===== config.mk =====
export PLATFORM = sky130hd
export DESIGN_NAME = asq_ctrl
export DESIGN_NICKNAME = d
export VERILOG_FILES = /design/src/shared/asq_pkg.sv /design/src/rtl/asq_ctrl.sv
export SDC_FILE = /design/constraint.sdc
export NUM_CORES = 1
export LEC_CHECK = 0
export BUFFER_PORTS_ARGS = -buffer_cell sky130_fd_sc_hd__buf_2
export CAP_MARGIN = 20
export CORE_MARGIN = 5
export CORE_UTILIZATION = 35
export CTS_CLUSTER_DIAMETER = 80
export DETAILED_ROUTE_END_ITERATION = 10
export MAX_ROUTING_LAYER = met4
export SLEW_MARGIN = 20
export SYNTH_ARGS = -nofsm -noshare
export SYNTH_HDL_FRONTEND = slang
export SYNTH_SLANG_ARGS = --single-unit

===== constraint.sdc =====
create_clock -name clk -period 4.3 [get_ports clk]
set_clock_uncertainty 0.05 [all_clocks]
set_input_delay 0.215 -clock clk [delete_from_list [all_inputs] [get_ports clk]]
set_output_delay 0.215 -clock clk [all_outputs]
set_load 0.05 [all_outputs]

===== src/shared/asq_pkg.sv =====
package asq_pkg;
	localparam int NSEQ = 4;
	localparam int RES_W = 10;
	localparam int ADDR_W = 8;
	localparam int DATA_W = 32;
	localparam int SUM_W = 16;
	localparam int PTR_W = 3;
	localparam int CNT_W = 4;
	localparam int AVG_CNT_W = 7;
	localparam int DIV_W = 5;

	// global register offsets
	localparam logic [7:0] OFF_ACTIVE = 8'h00;
	localparam logic [7:0] OFF_RAW_IRQ = 8'h04;
	localparam logic [7:0] OFF_IRQ_MASK = 8'h08;
	localparam logic [7:0] OFF_IRQ_CLR = 8'h0c;
	localparam logic [7:0] OFF_OVF = 8'h10;
	localparam logic [7:0] OFF_TRIG_SEL = 8'h14;
	localparam logic [7:0] OFF_UNF = 8'h18;
	localparam logic [7:0] OFF_PRIO = 8'h20;
	localparam logic [7:0] OFF_KICK = 8'h28;
	localparam logic [7:0] OFF_AVG = 8'h30;
	// per-sequencer window: 0x80 + 0x10 * n, sub-offsets below
	localparam logic [1:0] SEQ_WIN_TAG = 2'h2;
	localparam logic [3:0] SUB_MUX = 4'h0;
	localparam logic [3:0] SUB_CTL = 4'h4;
	localparam logic [3:0] SUB_FIFO = 4'h8;
	localparam logic [3:0] SUB_STAT = 4'hc;

	localparam logic [31:0] PRIO_RST = 32'h0000_3210;
	localparam logic [2:0] AVG_RST = 3'h0;
	localparam logic [2:0] AVG_MAX = 3'h6;
	localparam logic [3:0] TRIG_PROC = 4'h0;
	localparam logic [3:0] TRIG_ALWAYS = 4'hf;
	localparam logic [3:0] SEQ_DEPTH [0:3] = '{4'h8, 4'h4, 4'h4, 4'h1};

	// status word field positions
	localparam int STAT_TAIL_LSB = 0;
	localparam int STAT_HEAD_LSB = 4;
	localparam int STAT_EMPTY_BIT = 8;
	localparam int STAT_FULL_BIT = 12;

	localparam int SYS_CLK_KHZ = 250000;
	localparam int CONV_CLK_KHZ = 16667;
	localparam int CONV_DIV = (SYS_CLK_KHZ + CONV_CLK_KHZ / 2) / CONV_CLK_KHZ;

	typedef enum logic [1:0] {
		ST_IDLE = 2'b00,
		ST_ISSUE = 2'b01,
		ST_WAIT = 2'b10,
		ST_STORE = 2'b11
	} asq_state_e;

	typedef struct packed {
		logic ts;
		logic ie;
		logic last;
		logic diff;
	} asq_step_s;

	typedef struct packed {
		logic [1:0] pos_sel;
		logic [1:0] neg_sel;
		logic diff;
		logic temp;
	} asq_conv_req_s;
endpackage


===== src/rtl/asq_ctrl.sv =====
// Summary of operation
// 10-bit results, four inputs plus temperature sensor
// four sequencers, depth and steps 8,4,4,1
// fifo word: result in low 10 bits
// step: input nibble plus control nibble
// sequencer runs only while enabled
// same input may repeat within sequence
// raw interrupt after each flagged step
// sequence stops after end-marked step
// circular fifo, read pops oldest entry
// status shows head, tail, full, empty
// overflow and underflow flags per sequencer
// control ticks at about 16.667 MHz
// raw status, masked status and interrupt forward
// write one clears interrupt, zero ignored
// concurrent triggers served by priority value
// software keeps priorities unique
// trigger select: processor, always, peripheral
// processor kick starts chosen sequencers
// always trigger re-requests continuously
// averaging up to 64 samples per entry
// averaging off after reset
// one averaging factor for all conversions
// priority reset gives zero highest
// software waits three clocks before access
// differential pairs 0/1 and 2/3 only
// full push dropped, empty pop flagged
//
// The placing of the registers and the plain strobed port were decided locally.
`timescale 1ns/1ps
module asq_ctrl #(
	parameter int NTRIG = 4,
	parameter int DIV = asq_pkg::CONV_DIV
) (
	input wire logic clk,
	input wire logic resetn,
	input wire logic [asq_pkg::ADDR_W-1:0] reg_addr,
	input wire logic [asq_pkg::DATA_W-1:0] reg_wdata,
	input wire logic reg_wr,
	input wire logic reg_rd,
	output logic [asq_pkg::DATA_W-1:0] reg_rdata,
	input wire logic [NTRIG-1:0] periph_trig,
	input wire logic conv_done,
	input wire logic [asq_pkg::RES_W-1:0] conv_data,
	output logic conv_start,
	output asq_pkg::asq_conv_req_s conv_req,
	output logic [asq_pkg::NSEQ-1:0] irq
);
	localparam int N = asq_pkg::NSEQ;

	function automatic logic [2:0] pick_seq(input logic [N-1:0] pend, input logic [1:0] pri [N]);
		logic [2:0] res;
		res = 3'h0;
		for (int lvl = N - 1; lvl >= 0; lvl--) begin
			for (int s = N - 1; s >= 0; s--) begin
				if (pend[s] && pri[s] == 2'(lvl)) begin
					res = {1'b1, 2'(s)};
				end
			end
		end
		return res;
	endfunction

	function automatic logic [2:0] ptr_inc(input logic [2:0] p, input logic [3:0] depth);
		return ({1'b0, p} == depth - 4'h1) ? 3'h0 : p + 3'h1;
	endfunction

	// converter-rate tick
	logic [asq_pkg::DIV_W-1:0] div_q;
	logic tick_q;
	// divide system clock
	always_ff @(posedge clk) begin
		if (!resetn) begin
			div_q <= '0;
			tick_q <= 1'b0;
		end else if (div_q == asq_pkg::DIV_W'(DIV - 1)) begin
			div_q <= '0;
			tick_q <= 1'b1;
		end else begin
			div_q <= div_q + 1'b1;
			tick_q <= 1'b0;
		end
	end

	// register decode
	logic seq_hit;
	logic [1:0] rseq;
	assign seq_hit = reg_addr[7:6] == asq_pkg::SEQ_WIN_TAG;
	assign rseq = reg_addr[5:4];
	logic kick_wr;
	assign kick_wr = reg_wr && reg_addr == asq_pkg::OFF_KICK;

	logic [N-1:0] active_q;
	logic [N-1:0] im_q;
	logic [15:0] emux_q;
	logic [1:0] prio_q [N];
	logic [2:0] avg_q;
	logic [31:0] mux_q [N];
	logic [31:0] ctl_q [N];

	always_ff @(posedge clk) begin
		if (!resetn) begin
			active_q <= '0;
			im_q <= '0;
			emux_q <= '0;
			// averaging starts off
			avg_q <= asq_pkg::AVG_RST;
			for (int s = 0; s < N; s++) begin
				// default priority order
				prio_q[s] <= asq_pkg::PRIO_RST[4*s +: 2];
				mux_q[s] <= '0;
				ctl_q[s] <= '0;
			end
		end else if (reg_wr) begin
			if (reg_addr == asq_pkg::OFF_ACTIVE) begin
				active_q <= reg_wdata[N-1:0];
			end
			if (reg_addr == asq_pkg::OFF_IRQ_MASK) begin
				im_q <= reg_wdata[N-1:0];
			end
			if (reg_addr == asq_pkg::OFF_TRIG_SEL) begin
				emux_q <= reg_wdata[15:0];
			end
			if (reg_addr == asq_pkg::OFF_PRIO) begin
				for (int s = 0; s < N; s++) begin
					prio_q[s] <= reg_wdata[4*s +: 2];
				end
			end
			// factor capped at 64
			if (reg_addr == asq_pkg::OFF_AVG) begin
				avg_q <= (reg_wdata[2:0] > asq_pkg::AVG_MAX) ? asq_pkg::AVG_MAX : reg_wdata[2:0];
			end
			if (seq_hit && reg_addr[3:0] == asq_pkg::SUB_MUX) begin
				mux_q[rseq] <= reg_wdata;
			end
			if (seq_hit && reg_addr[3:0] == asq_pkg::SUB_CTL) begin
				ctl_q[rseq] <= reg_wdata;
			end
		end
	end

	// trigger selection per sequencer
	logic [N-1:0] trig_hit;
	always_comb begin
		logic [3:0] sel;
		sel = '0;
		for (int s = 0; s < N; s++) begin
			sel = emux_q[4*s +: 4];
			// always source re-requests
			trig_hit[s] = sel == asq_pkg::TRIG_ALWAYS;
			// processor kick
			if (kick_wr && reg_wdata[s]) begin
				trig_hit[s] = 1'b1;
			end
			// peripheral sources
			for (int t = 0; t < NTRIG; t++) begin
				if (sel == 4'(t + 1) && periph_trig[t]) begin
					trig_hit[s] = 1'b1;
				end
			end
			// disabled sequencers ignore triggers
			trig_hit[s] = trig_hit[s] && active_q[s];
		end
	end

	asq_pkg::asq_state_e state_q;
	logic [1:0] cur_q;
	logic [2:0] step_q;
	logic [asq_pkg::AVG_CNT_W-1:0] avg_cnt_q;
	logic [asq_pkg::SUM_W-1:0] sum_q;
	logic [N-1:0] pend_q;
	logic done_q;
	logic [asq_pkg::RES_W-1:0] data_q;
	logic [2:0] pick;
	logic [N-1:0] grant;
	assign pick = pick_seq(pend_q & active_q, prio_q);
	// lowest priority value wins
	always_comb begin
		grant = '0;
		if (tick_q && state_q == asq_pkg::ST_IDLE && pick[2]) begin
			grant[pick[1:0]] = 1'b1;
		end
	end

	// trigger arriving with the grant re-pends the sequencer
	always_ff @(posedge clk) begin
		if (!resetn) begin
			pend_q <= '0;
		end else begin
			pend_q <= ((pend_q & ~grant) | trig_hit) & active_q;
		end
	end

	// current step fields
	logic [3:0] step_in;
	asq_pkg::asq_step_s step_ctl;
	logic [4:0] nib;
	logic last_step;
	logic [asq_pkg::AVG_CNT_W-1:0] avg_target;
	assign nib = {step_q, 2'b00};
	// inputs may repeat per step
	assign step_in = mux_q[cur_q][nib +: 4];
	assign step_ctl = asq_pkg::asq_step_s'(ctl_q[cur_q][nib +: 4]);
	// step count bound
	assign last_step = {1'b0, step_q} == asq_pkg::SEQ_DEPTH[cur_q] - 4'h1;
	// single factor shared by all
	assign avg_target = asq_pkg::AVG_CNT_W'(1) << avg_q;

	always_ff @(posedge clk) begin
		if (!resetn) begin
			done_q <= 1'b0;
			data_q <= '0;
		end else if (conv_done) begin
			done_q <= 1'b1;
			data_q <= conv_data;
		end else if (tick_q && state_q == asq_pkg::ST_WAIT) begin
			done_q <= 1'b0;
		end
	end

	always_ff @(posedge clk) begin
		if (!resetn) begin
			state_q <= asq_pkg::ST_IDLE;
			cur_q <= '0;
			step_q <= '0;
			avg_cnt_q <= '0;
			sum_q <= '0;
		end else if (tick_q) begin
			unique case (state_q)
				asq_pkg::ST_IDLE: begin
					if (pick[2]) begin
						cur_q <= pick[1:0];
						step_q <= '0;
						avg_cnt_q <= '0;
						sum_q <= '0;
						state_q <= asq_pkg::ST_ISSUE;
					end
				end
				asq_pkg::ST_ISSUE: begin
					// disabling aborts the run
					state_q <= active_q[cur_q] ? asq_pkg::ST_WAIT : asq_pkg::ST_IDLE;
				end
				asq_pkg::ST_WAIT: begin
					if (done_q) begin
						// accumulate repeated samples
						sum_q <= sum_q + asq_pkg::SUM_W'(data_q);
						avg_cnt_q <= avg_cnt_q + 1'b1;
						if (avg_cnt_q + 1'b1 == avg_target) begin
							state_q <= asq_pkg::ST_STORE;
						end else begin
							state_q <= asq_pkg::ST_ISSUE;
						end
					end
				end
				asq_pkg::ST_STORE: begin
					avg_cnt_q <= '0;
					sum_q <= '0;
					// end bit halts the sequence
					if (step_ctl.last || last_step || !active_q[cur_q]) begin
						state_q <= asq_pkg::ST_IDLE;
					end else begin
						step_q <= step_q + 3'h1;
						state_q <= asq_pkg::ST_ISSUE;
					end
				end
			endcase
		end
	end

	// converter request, one pulse per sample
	always_ff @(posedge clk) begin
		if (!resetn) begin
			conv_start <= 1'b0;
			conv_req <= '0;
		end else begin
			conv_start <= tick_q && state_q == asq_pkg::ST_ISSUE && active_q[cur_q];
			if (tick_q && state_q == asq_pkg::ST_ISSUE) begin
				// pair p uses inputs 2p and 2p+1
				conv_req.pos_sel <= step_ctl.diff ? {step_in[0], 1'b0} : step_in[1:0];
				conv_req.neg_sel <= {step_in[0], 1'b1};
				conv_req.diff <= step_ctl.diff;
				// temperature sensor as source
				conv_req.temp <= step_ctl.ts;
			end
		end
	end

	// result fifos
	logic [asq_pkg::RES_W-1:0] fifo_mem [N][8];
	logic [2:0] head_q [N];
	logic [2:0] tail_q [N];
	logic [3:0] cnt_q [N];
	logic push_v;
	logic pop_v;
	logic [asq_pkg::RES_W-1:0] push_data;
	assign push_v = tick_q && state_q == asq_pkg::ST_STORE;
	// shift divides by the factor
	assign push_data = asq_pkg::RES_W'(sum_q >> avg_q);
	assign pop_v = reg_rd && seq_hit && reg_addr[3:0] == asq_pkg::SUB_FIFO;

	logic [N-1:0] push_ok;
	logic [N-1:0] pop_ok;
	logic [N-1:0] full;
	always_comb begin
		for (int s = 0; s < N; s++) begin
			full[s] = cnt_q[s] == asq_pkg::SEQ_DEPTH[s];
			// full fifo drops the result
			push_ok[s] = push_v && cur_q == 2'(s) && !full[s];
			pop_ok[s] = pop_v && rseq == 2'(s) && cnt_q[s] != 4'h0;
		end
	end

	always_ff @(posedge clk) begin
		if (!resetn) begin
			for (int s = 0; s < N; s++) begin
				head_q[s] <= '0;
				tail_q[s] <= '0;
				cnt_q[s] <= '0;
			end
		end else begin
			for (int s = 0; s < N; s++) begin
				// circular pointers
				if (push_ok[s]) begin
					head_q[s] <= ptr_inc(head_q[s], asq_pkg::SEQ_DEPTH[s]);
				end
				if (pop_ok[s]) begin
					tail_q[s] <= ptr_inc(tail_q[s], asq_pkg::SEQ_DEPTH[s]);
				end
				cnt_q[s] <= cnt_q[s] + {3'h0, push_ok[s]} - {3'h0, pop_ok[s]};
			end
		end
	end

	// storage needs no reset
	always_ff @(posedge clk) begin
		for (int s = 0; s < N; s++) begin
			if (push_ok[s]) begin
				fifo_mem[s][head_q[s]] <= push_data;
			end
		end
	end

	// sticky flags: hardware set wins over software clear
	logic [N-1:0] ris_q;
	logic [N-1:0] ovf_q;
	logic [N-1:0] unf_q;
	logic [N-1:0] irq_set;
	logic [N-1:0] ovf_set;
	logic [N-1:0] unf_set;
	always_comb begin
		for (int s = 0; s < N; s++) begin
			// flagged step raises raw bit
			irq_set[s] = push_v && cur_q == 2'(s) && step_ctl.ie;
			ovf_set[s] = push_v && cur_q == 2'(s) && full[s];
			unf_set[s] = pop_v && rseq == 2'(s) && cnt_q[s] == 4'h0;
		end
	end

	always_ff @(posedge clk) begin
		if (!resetn) begin
			ris_q <= '0;
			ovf_q <= '0;
			unf_q <= '0;
			irq <= '0;
		end else begin
			// write one to clear
			ris_q <= (ris_q & ~((reg_wr && reg_addr == asq_pkg::OFF_IRQ_CLR) ?
				reg_wdata[N-1:0] : '0)) | irq_set;
			// overflow and underflow tracking
			ovf_q <= (ovf_q & ~((reg_wr && reg_addr == asq_pkg::OFF_OVF) ?
				reg_wdata[N-1:0] : '0)) | ovf_set;
			unf_q <= (unf_q & ~((reg_wr && reg_addr == asq_pkg::OFF_UNF) ?
				reg_wdata[N-1:0] : '0)) | unf_set;
			// forwarded only when masked in
			irq <= ris_q & im_q;
		end
	end

	// read path, data in the following cycle
	logic [31:0] rd_val;
	always_comb begin
		rd_val = '0;
		if (seq_hit) begin
			unique case (reg_addr[3:0])
				asq_pkg::SUB_MUX: rd_val = mux_q[rseq];
				asq_pkg::SUB_CTL: rd_val = ctl_q[rseq];
				// result in low bits
				asq_pkg::SUB_FIFO: rd_val = {22'h0, fifo_mem[rseq][tail_q[rseq]]};
				// pointer and flag view
				asq_pkg::SUB_STAT: begin
					rd_val[asq_pkg::STAT_TAIL_LSB +: 3] = tail_q[rseq];
					rd_val[asq_pkg::STAT_HEAD_LSB +: 3] = head_q[rseq];
					rd_val[asq_pkg::STAT_EMPTY_BIT] = cnt_q[rseq] == 4'h0;
					rd_val[asq_pkg::STAT_FULL_BIT] = full[rseq];
				end
				default: rd_val = '0;
			endcase
		end else begin
			unique case (reg_addr)
				asq_pkg::OFF_ACTIVE: rd_val[N-1:0] = active_q;
				asq_pkg::OFF_RAW_IRQ: rd_val[N-1:0] = ris_q;
				asq_pkg::OFF_IRQ_MASK: rd_val[N-1:0] = im_q;
				asq_pkg::OFF_IRQ_CLR: rd_val[N-1:0] = ris_q & im_q;
				asq_pkg::OFF_OVF: rd_val[N-1:0] = ovf_q;
				asq_pkg::OFF_TRIG_SEL: rd_val[15:0] = emux_q;
				asq_pkg::OFF_UNF: rd_val[N-1:0] = unf_q;
				asq_pkg::OFF_AVG: rd_val[2:0] = avg_q;
				asq_pkg::OFF_PRIO: begin
					for (int s = 0; s < N; s++) begin
						rd_val[4*s +: 2] = prio_q[s];
					end
				end
				default: rd_val = '0;
			endcase
		end
	end

	always_ff @(posedge clk) begin
		if (!resetn) begin
			reg_rdata <= '0;
		end else if (reg_rd) begin
			reg_rdata <= rd_val;
		end else begin
			reg_rdata <= '0;
		end
	end

	logic [asq_pkg::RES_W-1:0] oldest;
	assign oldest = fifo_mem[rseq][tail_q[rseq]];

	// independent count of cycles between ticks
	logic [asq_pkg::DIV_W-1:0] gap_q;
	always_ff @(posedge clk) begin
		if (!resetn) begin
			gap_q <= '0;
		end else begin
			gap_q <= tick_q ? asq_pkg::DIV_W'(1) : gap_q + 1'b1;
		end
	end

	// any pending sequencer ranked above the winner
	logic prio_beaten;
	always_comb begin
		prio_beaten = 1'b0;
		for (int s = 0; s < N; s++) begin
			if (pend_q[s] && active_q[s] && prio_q[s] < prio_q[pick[1:0]]) begin
				prio_beaten = 1'b1;
			end
		end
	end
endmodule


==> results.json, run 1 <==
{
  "drv_cap": 0,
  "fin_crit_sh_pct": 72.0,
  "ant_nets": 0,
  "cts_tree": "built",
  "first_pass_iters": 8,
  "place.gp.congestion": 0.903,
  "cts_resized": 0,
  "synth_edf_count": 600,
  "synthTopCellsByArea": "edfxtp_1, mux4_2, dfxtp_1",
  "ir_worst_vdd_v": 0.000357,
  "clk_pin_slew_ns": 0.06,
  "hp-class": "input pin to register",
  "setup_violations": 0,
  "maxSlewHeadroom_pct": 30.1,
  "drive_above_1_share_pct": 19.7,
  "grt_pass1_vias": 22200,
  "endpoint_kind": "register",
  "design_area_sq_um": 40500,
  "die_area_sq_um": 106000,
  "drc": 0,
  "ys.flop_type": "edfxtp_1",
  "min_period_ns": 3.10,
  "yosys_register_bits": 759,
  "place_area_sq_um": 37100,
  "overflow": 0,
  "final_nets": 2876,
  "grt_max_degree": 67,
  "viasPerCell": 5.51,
  "coreArea_sq_um": 98700,
  "worstSetupStartpointType": "register",
  "start_util_pct": 35.3,
  "clock_latency_ns": 0.66,
  "num_vias": 22700,
  "antenna_found_initial": 8,
  "power_density_nw_per_um2": 401,
  "numCtsBuffers": 82,
  "fin_ws_ns": 1.20,
  "fp-row-count": 115,
  "seq_area_sq_um": 21200,
  "crit_type": "register to register",
  "synth_area_sq_um": 34900,
  "slew_viol_final": 0,
  "htreeDepth": 3,
  "ys.warnings.count": 0,
  "status": "finished, final reports clean",
  "io_buffers": 101,
  "place_ws_ns": 0.934,
  "netlist_instances": 2595,
  "cts_hold_repair.buffers": 55,
  "dpl.hpwl_mm": 62.7,
  "clockBufferDepth": 3,
  "critPathMaxFanout": 24,
  "syn2layout_area_growth_pct": 16.1,
  "cp.required_ns": 4.78,
  "ios": 102,
  "worst_slew_pin_slew_ns": 1.05,
  "syn_nets": 2712,
  "wirelength_mm": 97.0,
  "die_y_um": 326,
  "grt_pass1_wl_mm": 145,
  "synth.yosys.seq_area_share_pct": 60.8,
  "synth_area_leader_cell": "edfxtp_1",
  "async_flop_share_pct": 0,
  "post_cts_buffers": 0,
  "grt_usage_pct": 18.4,
  "synth.avg_cell_area_sq_um": 13.4,
  "ctsRootBufferMaster": "clkbuf_16",
  "die_w_um": 326,
  "drt_iter0_markers": 2369,
  "wl_per_cell_um": 23.6,
  "fill_cells": 9084,
  "p_leak_nw": 14.1,
  "rsz0062_at_grt": "false",
  "multiInputGateArea_sq_um": 12600,
  "cts_sinks": 759,
  "hold_viol_final": 0,
  "fin_setup_tns_ns": 0,
  "fmax_mhz": 323,
  "synth_top_area_share_pct": 51.7,
  "synthDistinctLibCells": 76,
  "worstPathArrival_ns": 3.58
}
[critical path, stage by stage (launching register included)]
cell      delay [ns]
dfxtp_4         0.73
buf_4           0.35
mux4_2          0.57
mux2i_1         0.15
nand2_1         0.06
nand3_1         0.11
a31oi_1         0.18
o311ai_0        0.61
o21ai_0         0.14
[area by class of cell]
cell class	count	area share, %
diodes	4	0.0247
clock buffers	103	5.54
clock inverters	48	1.38
inverters	113	1.05
multi-input cells	1558	31.2
flip-flops and latches	759	52.4
well taps	1287	3.98
repair buffers	245	4.46
[cell usage after synthesis, types with 31 or more instances]
| library cell | n |
|---|---|
| o21ai_0 | 61 |
| a211oi_1 | 33 |
| nor2_1 | 285 |
| dfxtp_1 | 159 |
| buf_2 | 38 |
| a22oi_1 | 50 |
| nand3_1 | 61 |
| nor2b_1 | 31 |
| mux4_2 | 198 |
| mux2i_1 | 74 |
| a21oi_1 | 112 |
| ha_1 | 53 |
| clkbuf_1 | 102 |
| nand2_1 | 226 |
| edfxtp_1 | 600 |
| and3_1 | 92 |
| nor3_1 | 36 |
| inv_1 | 111 |
[state kept, by name, summed over array words and instances, names as in the netlist, 7 cells and up, named ones only]
| register | flops |
|---|---|
| data_q | 10 |
| ctl_q | 128 |
| tail_q | 12 |
| reg_rdata | 32 |
| emux_q | 16 |
| prio_q | 8 |
| fifo_mem | 320 |
| head_q | 12 |
| avg_cnt_q | 7 |
| cnt_q | 16 |
| mux_q | 128 |
| sum_q | 16 |
[stage by stage]
step / util, % / std cells / total power, mW / hold slack (ns)
final: 41.0 / 4117 / 16.2 / 0.0847
after global routing: 41.0 / 4116 / 16.7 / 0.0760
after floorplan: - / 2595 / 8.73 / 0.301
after detailed placement: 37.6 / 3906 / 9.06 / 0.397
after global placement: 37.6 / 3906 / 9.05 / 0.397
after CTS: 41.0 / 4112 / 16.4 / 0.0373
[cells in the final DEF, fill, tap and decap left out, types with 12 or more instances in the layout]
cell / count
mux4_2: 198
mux2i_1: 73
clkbuf_16: 84
dfxtp_1: 157
clkinv_1: 19
nand2b_1: 26
and3_1: 92
inv_1: 110
clkbuf_1: 12
nor2_1: 281
ha_1: 53
and2_1: 21
xnor2_1: 17
buf_4: 83
edfxtp_1: 600
o21ai_0: 55
a211oi_1: 33
nor2b_1: 30
clkinv_2: 12
nor3_1: 36
dlygate4sd3_1: 55
nand2_1: 220
a22oi_1: 50
a21oi_1: 109
buf_2: 99
nand3_1: 61
mux2_2: 12
[kinds of logic after synthesis]
| family | share of synthesized area [%] |
|---|---|
| compound gates | 6.57 |
| flops | 60.8 |
| mux | 15.4 |
| simple gates | 11.1 |
| buf+inv | 3.30 |
| xor+xnor | 0.678 |
| fa+ha+maj | 2.19 |
[layer usage]
layer | vias up | wire (um) | track usage [%]
met1 | 11400 | 42200 | 25.9
met2 | 971 | 44800 | 28.1
li1 | 10200 | - | -
met3 | 141 | 7960 | 3.46
met5 | - | 0 | -
met4 | 0 | 2080 | 4.32
[power by group]
group | switching, mW | internal [mW] | leakage [nW]
registers | 0.0758 | 8.00 | 6.69
clock network | 3.05 | 4.22 | 1.36
logic | 0.535 | 0.347 | 6.07
total | 3.66 | 12.6 | 14.1
[final timing paths]
check                           cells past startpoint                     start                  endpoint  slack (ns)
worst max-delay path                                8                  register  conv_req[5]$_SDFFE_PN0P_        1.20
worst min-delay path                                3                    resetn    prio_q[4]$_SDFFE_PN1P_        0.08
worst max register to register                      8                  register  conv_req[5]$_SDFFE_PN0P_        1.20
worst min register to register                      2  conv_req[1]$_SDFFE_PN0P_  conv_req[1]$_SDFFE_PN0P_        0.41
Power figures use the tool's default switching activity.
==> inputs of run 2 (changes only) <==
- clock period: 4.3 -> 3.1 ns (I/O delays scaled with it)
==> run 2 against run 1 <==
Net effect:
- critical endpoint is now step_q[2]$_SDFFE_PN0P_
- critical path type unchanged
- routed wire length hardly changed
- power grew 38%
- highest routed layer unchanged
- combinational power grew 44%
- sequential power is 39% higher
==> results.json, run 2 (synthesized netlist as in run 1, its figures left out) <==
{
  "rsz0062_at_grt": "false",
  "cts_sinks": 759,
  "worstPathArrival_ns": 3.21,
  "p_sw_mw": 5.01,
  "wl_per_cell_um": 23.3,
  "htreeDepth": 3,
  "cp.required_ns": 3.58,
  "crit_type": "register to register",
  "ios": 102,
  "ant_nets": 0,
  "place.gp.congestion": 0.901,
  "setup_violations": 0,
  "internal_power_mw": 17.4,
  "clk_pin_slew_ns": 0.06,
  "grt_max_degree": 94,
  "viasPerCell": 5.50,
  "pwr-share-clk_pct": 44.5,
  "critPathMaxFanout": 14,
  "endpoint_kind": "register",
  "fin_crit_sh_pct": 87.8,
  "drt_iter0_markers": 2280,
  "ir_worst_vdd_v": 0.000377,
  "io_buffers": 101,
  "overflow": 0,
  "place_area_sq_um": 37600,
  "start_util_pct": 35.3,
  "num_vias": 22900,
  "maxSlewHeadroom_pct": 40.6,
  "fp-row-count": 115,
  "post_cts_buffers": 0,
  "whs_ns": 0.0630,
  "wirelength_mm": 97.0,
  "drive_above_1_share_pct": 21.1,
  "post-route-util_pct": 41.4,
  "drv_cap": 0,
  "cts_tree": "built",
  "fmax_mhz": 367,
  "clock_latency_ns": 0.66,
  "die_y_um": 326,
  "antenna_found_initial": 8,
  "power_mw": 22.5,
  "power_density_nw_per_um2": 549,
  "clockBufferDepth": 3,
  "grt_pass1_wl_mm": 146,
  "first_pass_iters": 5,
  "grt_pass1_vias": 22500,
  "layout.cells.most_common": "edfxtp_1",
  "fill_cells": 9003,
  "worst_slew_pin_slew_ns": 0.891,
  "dpl.hpwl_mm": 62.9,
  "worstSetupStartpointType": "register",
  "hp-class": "input pin to register",
  "min_period_ns": 2.72,
  "coreArea_sq_um": 98700,
  "grt_usage_pct": 18.6,
  "largest_reg_flops": 320,
  "hold_viol_final": 0,
  "design_area_sq_um": 40900,
  "syn2layout_area_growth_pct": 17.2,
  "ctsRootBufferMaster": "clkbuf_16",
  "numCtsBuffers": 81,
  "final_cell_mix": "edfxtp_1, nor2_1, nand2_1",
  "p_leak_nw": 14.4,
  "status": "finished, final reports clean",
  "cts_resized": 0,
  "final_nets": 2916,
  "die_area_sq_um": 106000,
  "drc": 0,
  "seqPwrFrac_pct": 49.8,
  "die_w_um": 326,
  "switching_share_pct": 22.3,
  "slew_viol_final": 0,
  "pwr-share-comb_pct": 5.7
}
run 2: changes by cell type in the layout (fill, tap and decap cells not counted), moves of 2 or more:
cell,delta
buf_4,+31
clkinv_1,-15
buf_12,+12
clkbuf_1,+8
clkinv_2,+6
clkbuf_16,-3
bufinv_16,+2
clkbuf_8,-2
clkinv_8,+2
run 2: path summary, 6_finish.rpt:
check | from | end | slack, ns | depth (start not counted)
worst min register to register | conv_req[2]$_SDFFE_PN0P_ | conv_req[2]$_SDFFE_PN0P_ | 0.41 | 2
worst max register to register | register | step_q[2]$_SDFFE_PN0P_ | 0.38 | 8
worst max-delay path | register | step_q[2]$_SDFFE_PN0P_ | 0.38 | 8
worst min-delay path | periph_trig[1] | pend_q[0]$_SDFF_PN0_ | 0.06 | 5
run 2: metrics by stage:
step	cells	setup TNS, ns	setup slack [ns]
floorplan	2595	-10.95	-0.171
global placement	3949	0	0.249
detailed placement	3949	0	0.220
CTS	4151	0	0.367
global route	4154	0	0.127
finish	4155	0	0.378
run 2: power by group through the flow:
stage	Clock (mW)	Combinational (mW)	Sequential [mW]
floorplan	0	0.727	11.4
global placement	0	1.20	11.4
detailed placement	0	1.20	11.4
CTS	10.2	1.27	11.2
global route	10.6	1.34	11.2
finish	9.99	1.27	11.2
run 2: area by class of cell:
| type | count | area, sq um | share of cell area, % |
|---|---|---|---|
| Antenna cell | 4 | 10.0 | 0.0245 |
| Sequential cell | 759 | 21200 | 51.9 |
| Inverter | 113 | 425 | 1.04 |
| Multi-Input combinational cell | 1558 | 12600 | 30.9 |
| Clock buffer | 106 | 2170 | 5.31 |
| Timing Repair Buffer | 286 | 2260 | 5.52 |
| Tap cell | 1287 | 1610 | 3.94 |
| Clock inverter | 42 | 583 | 1.43 |
run 2: timing repair:
item,in CTS,in global routing
setup endpoints to repair,0,0
hold buffers,54,0
endpoints found under the hold margin,281,0
run 2: worst max-delay path, stage by stage, from the launching register on:
cell and delay, ns:
dfxtp_4 0.45, buf_12 0.21, mux4_1 0.59, a22o_1 0.32, nor4_2 0.34, nand2_1 0.11
o21ai_2 0.22, a21oi_1 0.11, a31o_1 0.20
run 2: routing by layer:
metal  vias to the layer above  routed length (um)  GRT usage [%]
met5                         -                   0              -
met4                         0                2290           4.89
met3                       131                7500           3.13
met2                       896               45600           28.7
met1                     11600               41600           25.7
li1                      10200                   -              -
==> inputs of run 3 (changes only) <==
- ABC_AREA: not set -> 1
- CTS_BUF_LIST: not set -> sky130_fd_sc_hd__clkbuf_2
==> run 3 against run 2 <==
Net effect:
- combinational power up 11%
- first-iteration DRC count up 41%
- register-to-register slack worse by 0.11 ns
- fmax down 10%
- worst hold slack better by 0.013 ns
- routed wire length up 16%
- sequential power about the same
- global-route usage up 3.3 points
- clock-buffer cell count up 165
- area after synthesis down 1.8%
- largest cell class unchanged
- highest routed layer unchanged
==> results.json, run 3 <==
{
  "synthDistinctLibCells": 54,
  "grt_usage_pct": 21.8,
  "slew_viol_final": 0,
  "cts_tree": "built",
  "synth.avg_cell_area_sq_um": 10.1,
  "clock_latency_ns": 1.45,
  "synth.yosys.seq_area_share_pct": 61.9,
  "syn_nets": 3500,
  "clk_pin_slew_ns": 0.11,
  "maxSlewHeadroom_pct": 38.6,
  "antenna_found_initial": 2,
  "clockBufferDepth": 3,
  "netlist_instances": 3383,
  "status": "finished, final reports clean",
  "async_flop_share_pct": 0,
  "viasPerCell": 5.42,
  "drv_cap": 0,
  "hold_viol_final": 0,
  "grt_max_degree": 98,
  "num_vias": 28400,
  "largest_reg_flops": 320,
  "fp-row-count": 114,
  "ctsRootBufferMaster": "clkbuf_2",
  "fmax_mhz": 330,
  "synthTopCellsByArea": "edfxtp_1, dfxtp_1, nand2_1",
  "first_pass_iters": 8,
  "ios": 102,
  "fin_crit_sh_pct": 97.7,
  "final_cell_mix": "edfxtp_1, nand2_1, nor2_1",
  "overflow": 0,
  "wl_per_cell_um": 21.4,
  "worstPathArrival_ns": 4.37,
  "die_w_um": 323,
  "htreeDepth": 4,
  "ant_nets": 0,
  "grt_pass1_wl_mm": 170,
  "power_mw": 19.4,
  "worst_slew_pin_slew_ns": 0.920,
  "drt_iter0_markers": 3219,
  "ir_worst_vdd_v": 0.000291,
  "critPathMaxFanout": 11,
  "dpl.hpwl_mm": 69.2,
  "power_density_nw_per_um2": 477,
  "die_area_sq_um": 104000,
  "synth.most_common_cell": "edfxtp_1",
  "synth_area_leader_cell": "edfxtp_1",
  "crit_type": "input pin to register",
  "synth_top_area_share_pct": 52.6,
  "place.gp.congestion": 0.921,
  "fin_setup_tns_ns": 0,
  "rsz0062_at_grt": "false",
  "synth_area_sq_um": 34200,
  "ys_top_cells_by_count": "edfxtp_1, nand2_1, nor2_1",
  "endpoint_kind": "register",
  "setup_violations": 0,
  "post-route-util_pct": 41.9,
  "worstSetupStartpointType": "input pin",
  "synth_edf_count": 600,
  "wirelength_mm": 112,
  "yosys_register_bits": 759,
  "p_leak_nw": 15.3,
  "ys.flop_type": "edfxtp_1",
  "start_util_pct": 35.3,
  "io_buffers": 101,
  "layout.cells.most_common": "edfxtp_1",
  "numCtsBuffers": 185,
  "hp-class": "input pin to register",
  "coreArea_sq_um": 96900,
  "cp.required_ns": 4.44,
  "die_y_um": 323,
  "grt_pass1_vias": 28300,
  "drive_above_1_share_pct": 15.4,
  "syn2layout_area_growth_pct": 18.6,
  "cts_sinks": 759,
  "final_nets": 3928,
  "min_period_ns": 3.03,
  "drc": 0,
  "ys.warnings.count": 0
}
run 3: logic make-up after synthesis:
logic type      count (synthesis)  synth area share [%]
fa+ha+maj                      58                  2.23
xor+xnor                       13                 0.333
simple gates                 1326                  16.0
mux                             2                0.0585
flops                         759                  61.9
buf+inv                       435                  5.19
compound gates                790                  14.3
run 3: area by class of cell:
| type | count | area [sq um] |
|---|---|---|
| antenna | 4 | 10.0 |
| clock buffer | 271 | 1360 |
| clock inverter | 70 | 387 |
| fill | 9336 | 56200 |
| inverter | 244 | 923 |
| multi-input combinational | 2189 | 11400 |
| sequential | 759 | 21200 |
| tap | 1276 | 1600 |
| timing repair buffer | 432 | 3740 |
run 3: layer usage:
metal	global-route usage, %	vias up	share of wire [%]
met5	-	-	0
met4	6.83	0	2.8
met3	4.10	214	8.4
met2	35.9	1409	48
met1	27.6	13800	41
li1	-	13000	-
run 3: per-stage QoR:
stage	std cells	setup slack [ns]	cell area (sq um)	hold WS (ns)
after global placement	4704	0.311	36900	0.330
after CTS	5239	0.0703	40600	0.00815
final	5245	0.0724	40600	0.0757
after detailed placement	4704	0.270	36900	0.332
after global routing	5243	0.0136	40600	0.0371
after floorplan	3383	0.268	34200	0.235
run 3: power breakdown:
part / total (mW) / internal (mW) / switching (mW)
logic: 1.41 / 0.479 / 0.929
clock network: 6.80 / 2.57 / 4.23
registers: 11.2 / 11.1 / 0.100
run 3: worst paths after layout:
kind                                             start                       to  slack (ns)  cells past startpoint
worst max register to register  emux_q[0]$_SDFFE_PN0P_     pend_q[0]$_SDFF_PN0_        0.27                      8
worst min-delay path                       reg_addr[0]  reg_rdata[7]$_SDFF_PN0_        0.08                     10
worst max-delay path                       reg_addr[5]   prio_q[3]$_SDFFE_PN1P_        0.07                     15
worst min register to register     div_q[0]$_SDFF_PP0_      div_q[0]$_SDFF_PP0_        0.42                      1
run 3: critical path: stages:
cell           delay [ns]
buf_2                0.08
dlygate4sd3_1        0.63
inv_2                0.04
dlygate4sd3_1        0.62
nor2_4               0.27
inv_2                0.08
nor2_1               0.17
inv_1                0.12
nor2_1               0.24
inv_1                0.19
nor2_2               0.41
nand2_1              0.10
dlygate4sd3_1        0.59
o211ai_1             0.08
dlygate4sd3_1        0.58
run 3: timing repair:
| action | 4_1_cts | 5_1_grt |
|---|---|---|
| hold buffers | 194 | 4 |
| buffers inserted | 0 | 1 |
| endpoints found under the hold margin | 719 | 9 |
| endpoints found under the setup margin | 0 | 52 |
| resized for setup | 0 | 5 |
